--- config.mk ---
export PLATFORM = sky130hd
export DESIGN_NAME = bus_release
export DESIGN_NICKNAME = d
export VERILOG_FILES = /design/src/core/bus_release_pkg.sv /design/src/core/bus_release.sv
export SDC_FILE = /design/constraint.sdc
export NUM_CORES = 1
export LEC_CHECK = 0
export ABC_AREA = 1
export BUFFER_PORTS_ARGS = -buffer_cell sky130_fd_sc_hd__buf_2
export CORE_UTILIZATION = 45
export CTS_CLUSTER_DIAMETER = 60
export DETAILED_ROUTE_END_ITERATION = 10
export PLACE_DENSITY = 0.81
export SLEW_MARGIN = 0
export SYNTH_ARGS = -nofsm -noshare
export SYNTH_HDL_FRONTEND = slang
export SYNTH_SLANG_ARGS = --single-unit
--- constraint.sdc ---
create_clock -name clk -period 2.8 [get_ports clk]
set_clock_uncertainty 0.2 [all_clocks]
set_input_delay 0.42 -clock clk [delete_from_list [all_inputs] [get_ports clk]]
set_output_delay 0.42 -clock clk [all_outputs]
set_load 0.03 [all_outputs]
--- src/core/bus_release_pkg.sv ---
`default_nettype none

package bus_release_pkg;

    // ----------------------------------------------------------------
    // Bus widths and pin groups
    // ----------------------------------------------------------------
    localparam int ADDR_LO_W = 16;
    localparam int ADDR_HI_W = 8;
    localparam int DATA_LO_W = 8;
    localparam int DATA_HI_W = 8;
    localparam int CS_W = 4;
    localparam int SYNC_STAGES = 3;

    // ----------------------------------------------------------------
    // Port 5 bit positions of the shared request and grant pins
    // ----------------------------------------------------------------
    localparam int P5_REQ_BIT = 3;
    localparam int P5_GRANT_BIT = 4;
    localparam logic [7:0] P5_RESET = 8'h00;

    // ----------------------------------------------------------------
    // Release sequencing: cycles of forced-high drive before floating
    // ----------------------------------------------------------------
    localparam int DRIVE_HIGH_NS = 4;
    localparam int CLK_PERIOD_NS = 4;
    localparam int DRIVE_HIGH_CYC = (DRIVE_HIGH_NS + CLK_PERIOD_NS - 1) / CLK_PERIOD_NS;
    localparam logic [3:0] DRIVE_HIGH_CNT = 4'(DRIVE_HIGH_CYC);

    // Control strobes grouped so they travel together.
    typedef struct packed {
        logic rd_n;
        logic wr_n;
        logic upper_write_strobe_n;
        logic rw_dir;
        logic [CS_W-1:0] chip_select_n;
    } strobe_t;

    localparam strobe_t STROBE_IDLE = '{1'b1, 1'b1, 1'b1, 1'b1, 4'hf};

    typedef enum logic [2:0] {
        ST_OWN,
        ST_WAIT_CYCLE,
        ST_DRIVE_HIGH,
        ST_FLOAT,
        ST_GRANTED,
        ST_RETURN
    } rel_state_t;

endpackage

`default_nettype wire

--- src/core/bus_release.sv ---
`default_nettype none

// Notes on behaviour
// - A low level on hold_request_n is a pending bus request.
// - Any bus cycle in progress finishes before release starts.
// - Data bus floated at once; address and strobes driven high first, then floated.
// - Grant goes low only after all bus outputs are off.
// - No internal I/O access while released; peripherals keep running.
// - Watchdog keeps counting through the whole release period.
// - Low data byte always floats; upper byte floats only in bus mode.
// - Upper address and chip selects float in bus mode, hold in port mode.
// - Direction pin output off with pull-up on, whatever its latch holds.
// - Request and grant act only when port 5 selects that function.
module bus_release
    import bus_release_pkg::*;
#(
    // Upper address group width; a part with fewer upper pins narrows it.
    parameter int ADDR_HI_BUS_W = ADDR_HI_W
) (
    input wire logic clk,
    input wire logic rst,
    // Core bus side.
    input wire logic core_cycle_active,
    input wire logic [ADDR_LO_W-1:0] core_addr_lo,
    input wire logic [ADDR_HI_BUS_W-1:0] core_addr_hi,
    input wire logic [DATA_LO_W+DATA_HI_W-1:0] core_wdata,
    input wire logic core_data_oe,
    input wire strobe_t core_strobe,
    output logic core_bus_hold,
    output logic io_access_block,
    // Port configuration.
    input wire logic [7:0] port5_direction_reg,
    input wire logic [7:0] port5_function_reg,
    input wire logic upper_data_bus_mode,
    input wire logic upper_addr_bus_mode,
    input wire logic cs_bus_mode,
    input wire logic grant_port_latch,
    // Pins.
    input wire logic hold_request_n,
    output logic hold_grant_n,
    output logic hold_grant_oe,
    output logic [ADDR_LO_W-1:0] addr_lo_o,
    output logic addr_lo_oe,
    output logic [ADDR_HI_BUS_W-1:0] addr_hi_o,
    output logic addr_hi_oe,
    output logic [DATA_LO_W-1:0] data_lo_o,
    output logic data_lo_oe,
    output logic [DATA_HI_W-1:0] data_hi_o,
    output logic data_hi_oe,
    output strobe_t strobe_o,
    output logic strobe_oe,
    output logic cs_oe,
    output logic rw_dir_pullup
);

    // ----------------------------------------------------------------
    // Request pin synchroniser
    // ----------------------------------------------------------------
    logic [SYNC_STAGES-1:0] req_sync_q;
    logic req_level_q;
    logic release_fn;
    logic req_active;

    // Pin is asynchronous; a change counts once stages two and three agree.
    // Stage one may go metastable, so only stages two and three are ever compared.
    always_ff @(posedge clk) begin
        if (rst) begin
            req_sync_q <= '1;
        end else begin
            req_sync_q <= {req_sync_q[SYNC_STAGES-2:0], hold_request_n};
        end
    end

    // Filtered request level, low means pending.
    always_ff @(posedge clk) begin
        if (rst) begin
            req_level_q <= 1'b1;
        end else if (req_sync_q[1] == req_sync_q[2]) begin
            req_level_q <= req_sync_q[2];
        end
    end

    // Pins must be inputs/outputs with the bus function selected to take part.
    // A half-configured pair leaves the bus with the core, which is the safe side.
    assign release_fn = ~port5_direction_reg[P5_REQ_BIT] & port5_function_reg[P5_REQ_BIT]
                      & port5_direction_reg[P5_GRANT_BIT] & port5_function_reg[P5_GRANT_BIT];
    assign req_active = release_fn & ~req_level_q;

    // ----------------------------------------------------------------
    // Release sequencer
    // ----------------------------------------------------------------
    rel_state_t state_q;
    logic [3:0] hi_cnt_q;

    // One state per release step; the request is only looked at in ST_OWN and ST_GRANTED.
    always_ff @(posedge clk) begin
        if (rst) begin
            state_q <= ST_OWN;
        end else begin
            unique case (state_q)
                ST_OWN: begin
                    if (req_active) begin
                        state_q <= ST_WAIT_CYCLE;
                    end
                end
                ST_WAIT_CYCLE: begin
                    // The core is held from here on, so the cycle in flight is the last one.
                    if (!core_cycle_active) begin
                        state_q <= ST_DRIVE_HIGH;
                    end
                end
                ST_DRIVE_HIGH: begin
                    if (hi_cnt_q == DRIVE_HIGH_CNT) begin
                        state_q <= ST_FLOAT;
                    end
                end
                ST_FLOAT: begin
                    state_q <= ST_GRANTED;
                end
                ST_GRANTED: begin
                    if (!req_active) begin
                        state_q <= ST_RETURN;
                    end
                end
                ST_RETURN: begin
                    state_q <= ST_OWN;
                end
                // Two of the eight codes are unused; fall back to owning the bus.
                default: begin
                    state_q <= ST_OWN;
                end
            endcase
        end
    end

    // Counts cycles spent driving the bus high before floating it.
    // It restarts on every entry, so a new release always gets the full count.
    always_ff @(posedge clk) begin
        if (rst) begin
            hi_cnt_q <= 4'h0;
        end else if (state_q == ST_DRIVE_HIGH) begin
            hi_cnt_q <= hi_cnt_q + 4'h1;
        end else begin
            hi_cnt_q <= 4'h0;
        end
    end

    // ----------------------------------------------------------------
    // Next-state pin decode
    // ----------------------------------------------------------------
    logic force_high_d;
    logic floated_d;
    logic granted_d;
    logic hold_d;
    logic pins_released_d;

    // Decoded from the registered state, then registered again at the pins.
    // Every pin therefore lags the state by exactly one cycle, all in step.
    always_comb begin
        force_high_d = (state_q == ST_DRIVE_HIGH);
        floated_d = (state_q == ST_FLOAT) || (state_q == ST_GRANTED);
        granted_d = (state_q == ST_GRANTED);
        hold_d = (state_q != ST_OWN) && (state_q != ST_RETURN);
        pins_released_d = force_high_d || floated_d;
    end

    // Core hold: raised as soon as a request is taken, so the cycle already in
    // flight is the last one and the release cannot be starved by new cycles.
    always_ff @(posedge clk) begin
        if (rst) begin
            core_bus_hold <= 1'b0;
        end else begin
            core_bus_hold <= hold_d;
        end
    end

    // Internal I/O block. Peripherals and the watchdog have no connection here,
    // so they keep running through the release.
    always_ff @(posedge clk) begin
        if (rst) begin
            io_access_block <= 1'b0;
        end else begin
            io_access_block <= floated_d;
        end
    end

    // ----------------------------------------------------------------
    // Grant pin
    // ----------------------------------------------------------------
    // Grant drops one cycle after the float enables go off, so the master never overlaps.
    always_ff @(posedge clk) begin
        if (rst) begin
            hold_grant_n <= 1'b1;
        end else begin
            if (release_fn) begin
                hold_grant_n <= ~granted_d;
            end else begin
                hold_grant_n <= grant_port_latch;
            end
        end
    end

    // Grant enable: the pin drives whenever it is an output, in either function.
    always_ff @(posedge clk) begin
        if (rst) begin
            hold_grant_oe <= 1'b0;
        end else begin
            hold_grant_oe <= release_fn | port5_direction_reg[P5_GRANT_BIT];
        end
    end

    // ----------------------------------------------------------------
    // Address, strobe and data pins
    // ----------------------------------------------------------------
    // Low address and strobes. Chip select bits stay in the strobe struct so it
    // has one driver; in port mode they are left untouched on release.
    always_ff @(posedge clk) begin
        if (rst) begin
            addr_lo_o <= '1;
            addr_lo_oe <= 1'b1;
            strobe_o <= STROBE_IDLE;
            strobe_oe <= 1'b1;
        end else if (pins_released_d) begin
            addr_lo_o <= '1;
            addr_lo_oe <= ~floated_d;
            strobe_o.rd_n <= 1'b1;
            strobe_o.wr_n <= 1'b1;
            strobe_o.upper_write_strobe_n <= 1'b1;
            strobe_o.rw_dir <= 1'b1;
            strobe_oe <= ~floated_d;
            if (cs_bus_mode) begin
                strobe_o.chip_select_n <= '1;
            end
        end else begin
            addr_lo_o <= core_addr_lo;
            addr_lo_oe <= 1'b1;
            strobe_o <= core_strobe;
            strobe_oe <= 1'b1;
        end
    end

    // Upper address. A port-mode group keeps both value and enable frozen, so
    // whatever the port logic left on those pins survives the release.
    always_ff @(posedge clk) begin
        if (rst) begin
            addr_hi_o <= '1;
            addr_hi_oe <= 1'b1;
        end else if (upper_addr_bus_mode) begin
            if (pins_released_d) begin
                addr_hi_o <= '1;
                addr_hi_oe <= ~floated_d;
            end else begin
                addr_hi_o <= core_addr_hi;
                addr_hi_oe <= 1'b1;
            end
        end
    end

    // Chip select enables follow the same drive-high-then-float order.
    always_ff @(posedge clk) begin
        if (rst) begin
            cs_oe <= 1'b1;
        end else if (cs_bus_mode) begin
            cs_oe <= ~floated_d;
        end
    end

    // Direction pin: the pull-up replaces the driver only while floated, so the
    // external master sees a defined high even if the latch holds a low.
    always_ff @(posedge clk) begin
        if (rst) begin
            rw_dir_pullup <= 1'b0;
        end else begin
            rw_dir_pullup <= floated_d;
        end
    end

    // Data bus: low byte always floats on release, upper byte only in bus mode.
    // Port-mode upper data keeps its last value and enable; the port logic owns it.
    always_ff @(posedge clk) begin
        if (rst) begin
            data_lo_o <= '0;
            data_lo_oe <= 1'b0;
            data_hi_o <= '0;
            data_hi_oe <= 1'b0;
        end else if (pins_released_d) begin
            data_lo_oe <= 1'b0;
            if (upper_data_bus_mode) begin
                data_hi_oe <= 1'b0;
            end
        end else begin
            data_lo_o <= core_wdata[DATA_LO_W-1:0];
            data_lo_oe <= core_data_oe;
            if (upper_data_bus_mode) begin
                data_hi_o <= core_wdata[DATA_LO_W+DATA_HI_W-1:DATA_LO_W];
                data_hi_oe <= core_data_oe;
            end
        end
    end

endmodule

`default_nettype wire

; Yosys cells after proc, flatten, opt, wreduce, memory -nomap -nowiden
; Index checks and enable logic that the tools add are counted.
[totals]
n_memories = 0
ram_bits = 0
mem_bits_ro = 0
in_bits = 73
latchBits = 0
out_inout_bits = 59
regBits = 68
[op_classes]
n_mul = 0
eq_ne = 12
magnitude_cmp = 0
muxes = 13
n_bitwise = 11
add_sub_neg = 1
reduce_logical = 9
shifts = 0
div = 0
[op_table]
columns = operator, n
row1 = $pmux 3 s5, 1
row2 = $mux 3, 4
row3 = $mux 4, 2
row4 = $mux 8, 1
row5 = $ne 2x2->1 const B, 4
row6 = $eq 3x2->1 const B, 2
row7 = $not 1->1, 6
row8 = $mux 1, 5
row9 = $add 4x1->4 const B, 1
row10 = $and 1x1->1, 4
row11 = $eq 4x1->1 const B, 1
row12 = $reduce_and 4->1, 1
row13 = $reduce_or 2->1, 2
row14 = $eq 3x1->1 const B, 1
row15 = $eq 3x3->1 const B, 1
row16 = $logic_not 3->1, 1
row17 = $ne 3x3->1 const B, 1
row18 = $reduce_bool 3->1, 1
row19 = $logic_or 1x1->1, 2
row20 = $ne 2x1->1 const B, 1
row21 = $reduce_and 2->1, 1
row22 = $eq 1x1->1, 1
row23 = $logic_and 1x1->1, 1
row24 = $or 1x1->1, 1

; Logic depth before layout (Yosys ltp)
[logic_depth]
word_depth = 7
depth_mapped = 9

; Least setup slack after synthesis
; OpenSTA, ideal clock, no wires.
[synth_path]
path_kind = register -> register
start = register state_q[1]
end = register addr_lo_o[10]
n_path_buf = 1
required_ps = 2480
setup_slack_ps = 1310
arrival_ps = 1170
path_stages_with_launch = 8
synth_period_minus_slack_ps = 1490
cell_sequence = dfxtp_1 -> inv_2 -> nand3_2 -> o21ai_2 -> nor2_4 -> nand2_4 -> buf_6 -> or2_1
[synth_between]
elab_chain_len = 4
[synth_lines]
columns = element, line
row1 = start: declaration, bus_release.sv:92  ; rel_state_t state_q;
row2 = start signal: assignment, bus_release.sv:98  ; state_q <= ST_OWN;
row3 = start signal: assignment, bus_release.sv:103  ; state_q <= ST_WAIT_CYCLE;
row4 = start signal: assignment, bus_release.sv:109  ; state_q <= ST_DRIVE_HIGH;
row5 = $eq 3x2->1 or $eq 3x3->1 (tied branches), bus_release.sv:161  ; floated_d = (state_q == ST_FLOAT) || (state_q == ST_GRANTED);
row6 = $logic_or 1x1->1, bus_release.sv:161
row7 = $logic_or 1x1->1 (*), bus_release.sv:164  ; pins_released_d = force_high_d || floated_d;
row8 = $reduce_or 2->1 (no line) (*), --
row9 = end signal: assignment, bus_release.sv:235  ; addr_lo_o <= core_addr_lo;
row10 = end: declaration, bus_release.sv:42  ; output logic [ADDR_LO_W-1:0] addr_lo_o,
; Every way passes the cells marked *; elsewhere a longest branch is shown, timed or not.
; A chain may end at the register's enable or synchronous reset.

; Worst setup path in the final report
[layout_path]
start = register state_q[1]
end = register data_hi_oe
[layout_between]
elab_chain_len = 4
[layout_lines]
columns = element, line
row1 = $eq 3x2->1 or $eq 3x3->1 (tied branches), bus_release.sv:161
row2 = $logic_or 1x1->1, bus_release.sv:161
row3 = $logic_or 1x1->1 (*), bus_release.sv:164
row4 = $mux 1 (*), bus_release.sv:286  ; end else if (pins_released_d) begin
row5 = end signal: assignment, bus_release.sv:296  ; data_hi_oe <= core_data_oe;
row6 = end: declaration, bus_release.sv:49  ; output logic data_hi_oe,
; Marks and branches as above.

==> results by group <==
CTS
  – Root buf cell: sky130_fd_sc_hd__clkbuf_8
  – H-tree depth: 3
  – Register clock-pin slew on the reported worst setup and hold paths: about 80 ps
  – Hold bufs inserted after CTS: 0
  – Number of buffers inserted to repair setup after CTS: 0
  – Number of instances resized during post-cts repair: 0
  – Number of CTS-inserted buffers: 9
  – TritonCTS clock tree: done
  – Clk Latency, worst-skew pair: 330 ps
  – Number of buffers on the longest clock path: 2
  – # clock sinks: between 60 and 70

GRT
  – Overflow after GRT: 0
  – GRT Overall Usage: between 20% and 30%
  – Global-route wire length before repair: 8340 um
  – Maximum number of pins on one net before global-route repair: 26
  – Number of global-route vias before repair: slightly below 2k
  – Antenna violations before repair: 0

Placement
  – Placed insts: about 460
  – HPWL reported at the end of detailed placement: between 3000 and 4000 um
  – Number of buffers added on ports: around 120
  – Total placed instance area: ~3000 um^2
  – Gpl congestion: around 0.73

STA
  – Number of setup violations in the final report: 0
  – Relative slew slack: about two thirds
  – Max-slew violation total from the final report: 0
  – Share of the clock period used by the worst path after layout: 68.7%
  – Final number of hold-violating endpoints: 0
  – Unrepaired setup endpoints after global routing: false
  – Clock period minus worst slack: around 1900 ps
  – Maximum clock frequency: between 500 and 600 MHz
  – Slew @ Worst Pin: roughly 500 ps
  – Setup_tns: 0 ps

Pwr
  – Power per unit of standard cell area: 919 nW/um^2
  – Net Switching: between 1 and 1.5 mW
  – Part of the power in registers: 39.8%
  – Switching fraction of total power: a little over a third
  – Peak ir drop on the vdd network: around 0.45 mV
  – Share of total power in the clock network: between 20% and 30%
  – Combinational Power Share: 30.5%
  – Static Leak: 1.55 nW
  – Internal Dissipation: roughly 1.9 mW

Outcome
  – Run status: complete, no violations

Synthesis
  – Avg Inst Size Synth: approximately 8.7 um^2
  – Net count of the mapped netlist: between 300 and 400
  – Top cell type by total area after synthesis: sky130_fd_sc_hd__dfxtp_1
  – Top post-synthesis cells by area: sky130_fd_sc_hd__dfxtp_1, sky130_fd_sc_hd__nor2_1, sky130_fd_sc_hd__o21ai_0, sky130_fd_sc_hd__nand2_1, sky130_fd_sc_hd__or2_1
  – Mapped Area: roughly 2400 um^2
  – Number of instances in the synthesized netlist: between 200 and 300
  – Number of register bits inferred by synthesis: a little under 70
  – Library cells used by synthesis: 26
  – Fraction of synthesized cell area taken by the top area cell type: a little under three fifths
  – Count of warnings emitted by yosys: 0
  – Share of the yosys chip area belonging to registers: between 50% and 60%

Worst setup path
  – Critical Path Start Type: flop
  – CP Capture Type: flop
  – Data arrival time at the worst-slack endpoint: roughly 2000 ps
  – Maximum fanout along the worst path: 21
  – Critical Path RT: approximately 2900 ps
  – Kind of critical path: reg -> reg

Detailed routing
  – Antenna Nets Post-Route: 0
  – Wire per inst: 11.5 um
  – Overall via count from detail_route: between 2k and 2.5k
  – Residual DRC: 0
  – Routed wire length: around 5400 um
  – First-pass iteration count of the detailed router: 6
  – Initial DRC count: about 110
  – Per-cell via count in the routed design: between 4 and 5

Run
  – Max-Cap Viols: 0

Floorplan
  – Ports placed on the boundary: between 100 and 150
  – Die area: 5610 um^2
  – Starting density of the core: between 40% and 50%
  – Width of the die: ~75 um
  – Cell Rows: 26
  – Overall die height: between 70 and 80 um
  – Core area: roughly 5000 um^2

Finish
  – Share of layout cells above drive strength 1: 39.1%
  – Final std cells w/o fill: ~470
  – Layout overhead on the synthesized area: 35.1%
  – Diodes inserted: 0
  – Most frequent cells in the layout: sky130_fd_sc_hd__buf_2, sky130_fd_sc_hd__dfxtp_1, sky130_fd_sc_hd__nor2_1
  – Final Net Count: between 400 and 500
  – Number of filler cells placed in the layout: roughly 460
  – Final Cell Area: 3230 um^2
  – Core Util, Final: a little over three fifths
  – Most common library cell in the layout ignoring fill and taps: sky130_fd_sc_hd__buf_2

Min path
  – Path class of the lowest-slack min-delay path: in -> reg
-- metal layers --
layer	part of all wire, %	up-vias	global-route usage (%)
met1	42	964	22.3
met4	2.0	0	9.22
met2	50	76	35.3
met5	0	-	0
li1	-	1113	-
met3	5.7	11	6.16
-- logic make-up after synthesis --
| group | Yosys count | share of synthesized area, % |
|---|---|---|
| flip-flops | 68 | 56.9 |
| adder cells (fa/ha/maj) | 2 | 1.05 |
| AND/OR/NAND/NOR | 131 | 26.0 |
| XOR/XNOR | 1 | 0.366 |
| AO/OA/AOI/OAI | 42 | 9.10 |
| buffers and inverters | 32 | 6.64 |
-- sequential cells by signal, indices dropped and copies added, names as in the netlist, 3 cells and up --
register,cells
req_sync_q,3
data_lo_o,8
hi_cnt_q,4
addr_lo_o,16
strobe_o,8
data_hi_o,8
addr_hi_o,8
state_q,3
-- synthesized netlist by cell type (all sizes together) --
cell,n
dfxtp,68
nor2,57
ha,2
clkinv,2
or2,24
nand3,18
inv,20
nand4,2
xnor2,1
a21oi,8
o21ai,34
nand2,30
clkbuf,3
buf,7
-- area by class of cell --
class / count / area [um^2] / area share, %
Inverter: 22 / 82.6 / 2.55
Sequential cell: 68 / 1360 / 42.1
Clock buffer: 10 / 138 / 4.26
Multi-Input combinational cell: 176 / 873 / 27.0
Clock inverter: 6 / 87.6 / 2.71
Tap cell: 70 / 87.6 / 2.71
Timing Repair Buffer: 120 / 603 / 18.7
-- final timing paths --
path | startpoint | endpoint | slack, ps | depth (start not counted)
setup / recovery | state_q[1]$_SDFFE_PP0P_ | data_hi_oe$_SDFFE_PP0P_ | 880 | 8
hold / removal | core_strobe[5] | strobe_o[5]$_SDFF_PP1_ | 60 | 2
setup reg to reg | state_q[1]$_SDFFE_PP0P_ | data_hi_oe$_SDFFE_PP0P_ | 880 | 8
hold reg to reg | req_sync_q[0]$_SDFF_PP1_ | req_sync_q[1]$_SDFF_PP1_ | 210 | 1
-- stage by stage --
step	hold slack (ps)	setup WS (ps)	power, mW
6_report	61.1	875	2.97
5_1_grt	47.2	714	3.15
4_1_cts	49.1	886	2.99
3_5_place_dp	203	918	2.10
3_3_place_gp	192	957	2.08
2_1_floorplan	189	1310	1.89
-- worst max-delay path: stages, from the launching register on --
cell and delay [ps]:
sky130_fd_sc_hd__dfxtp_1 410, sky130_fd_sc_hd__inv_2 80, sky130_fd_sc_hd__nand3_2 100, sky130_fd_sc_hd__clkinv_1 120, sky130_fd_sc_hd__nor2_4 120, sky130_fd_sc_hd__nand2_2 300, sky130_fd_sc_hd__nor2_4 330, sky130_fd_sc_hd__nand2_2 80
sky130_fd_sc_hd__a21oi_2 120
-- power groups by stage --
stage | sequential, mW | clock [mW] | combinational [mW]
final | 1.18 | 0.883 | 0.907
after global routing | 1.20 | 0.950 | 1.00
after CTS | 1.18 | 0.902 | 0.909
after detailed placement | 1.20 | 0 | 0.902
after global placement | 1.20 | 0 | 0.887
after floorplan | 1.46 | 0 | 0.427
(Power assumes the default switching activity.)
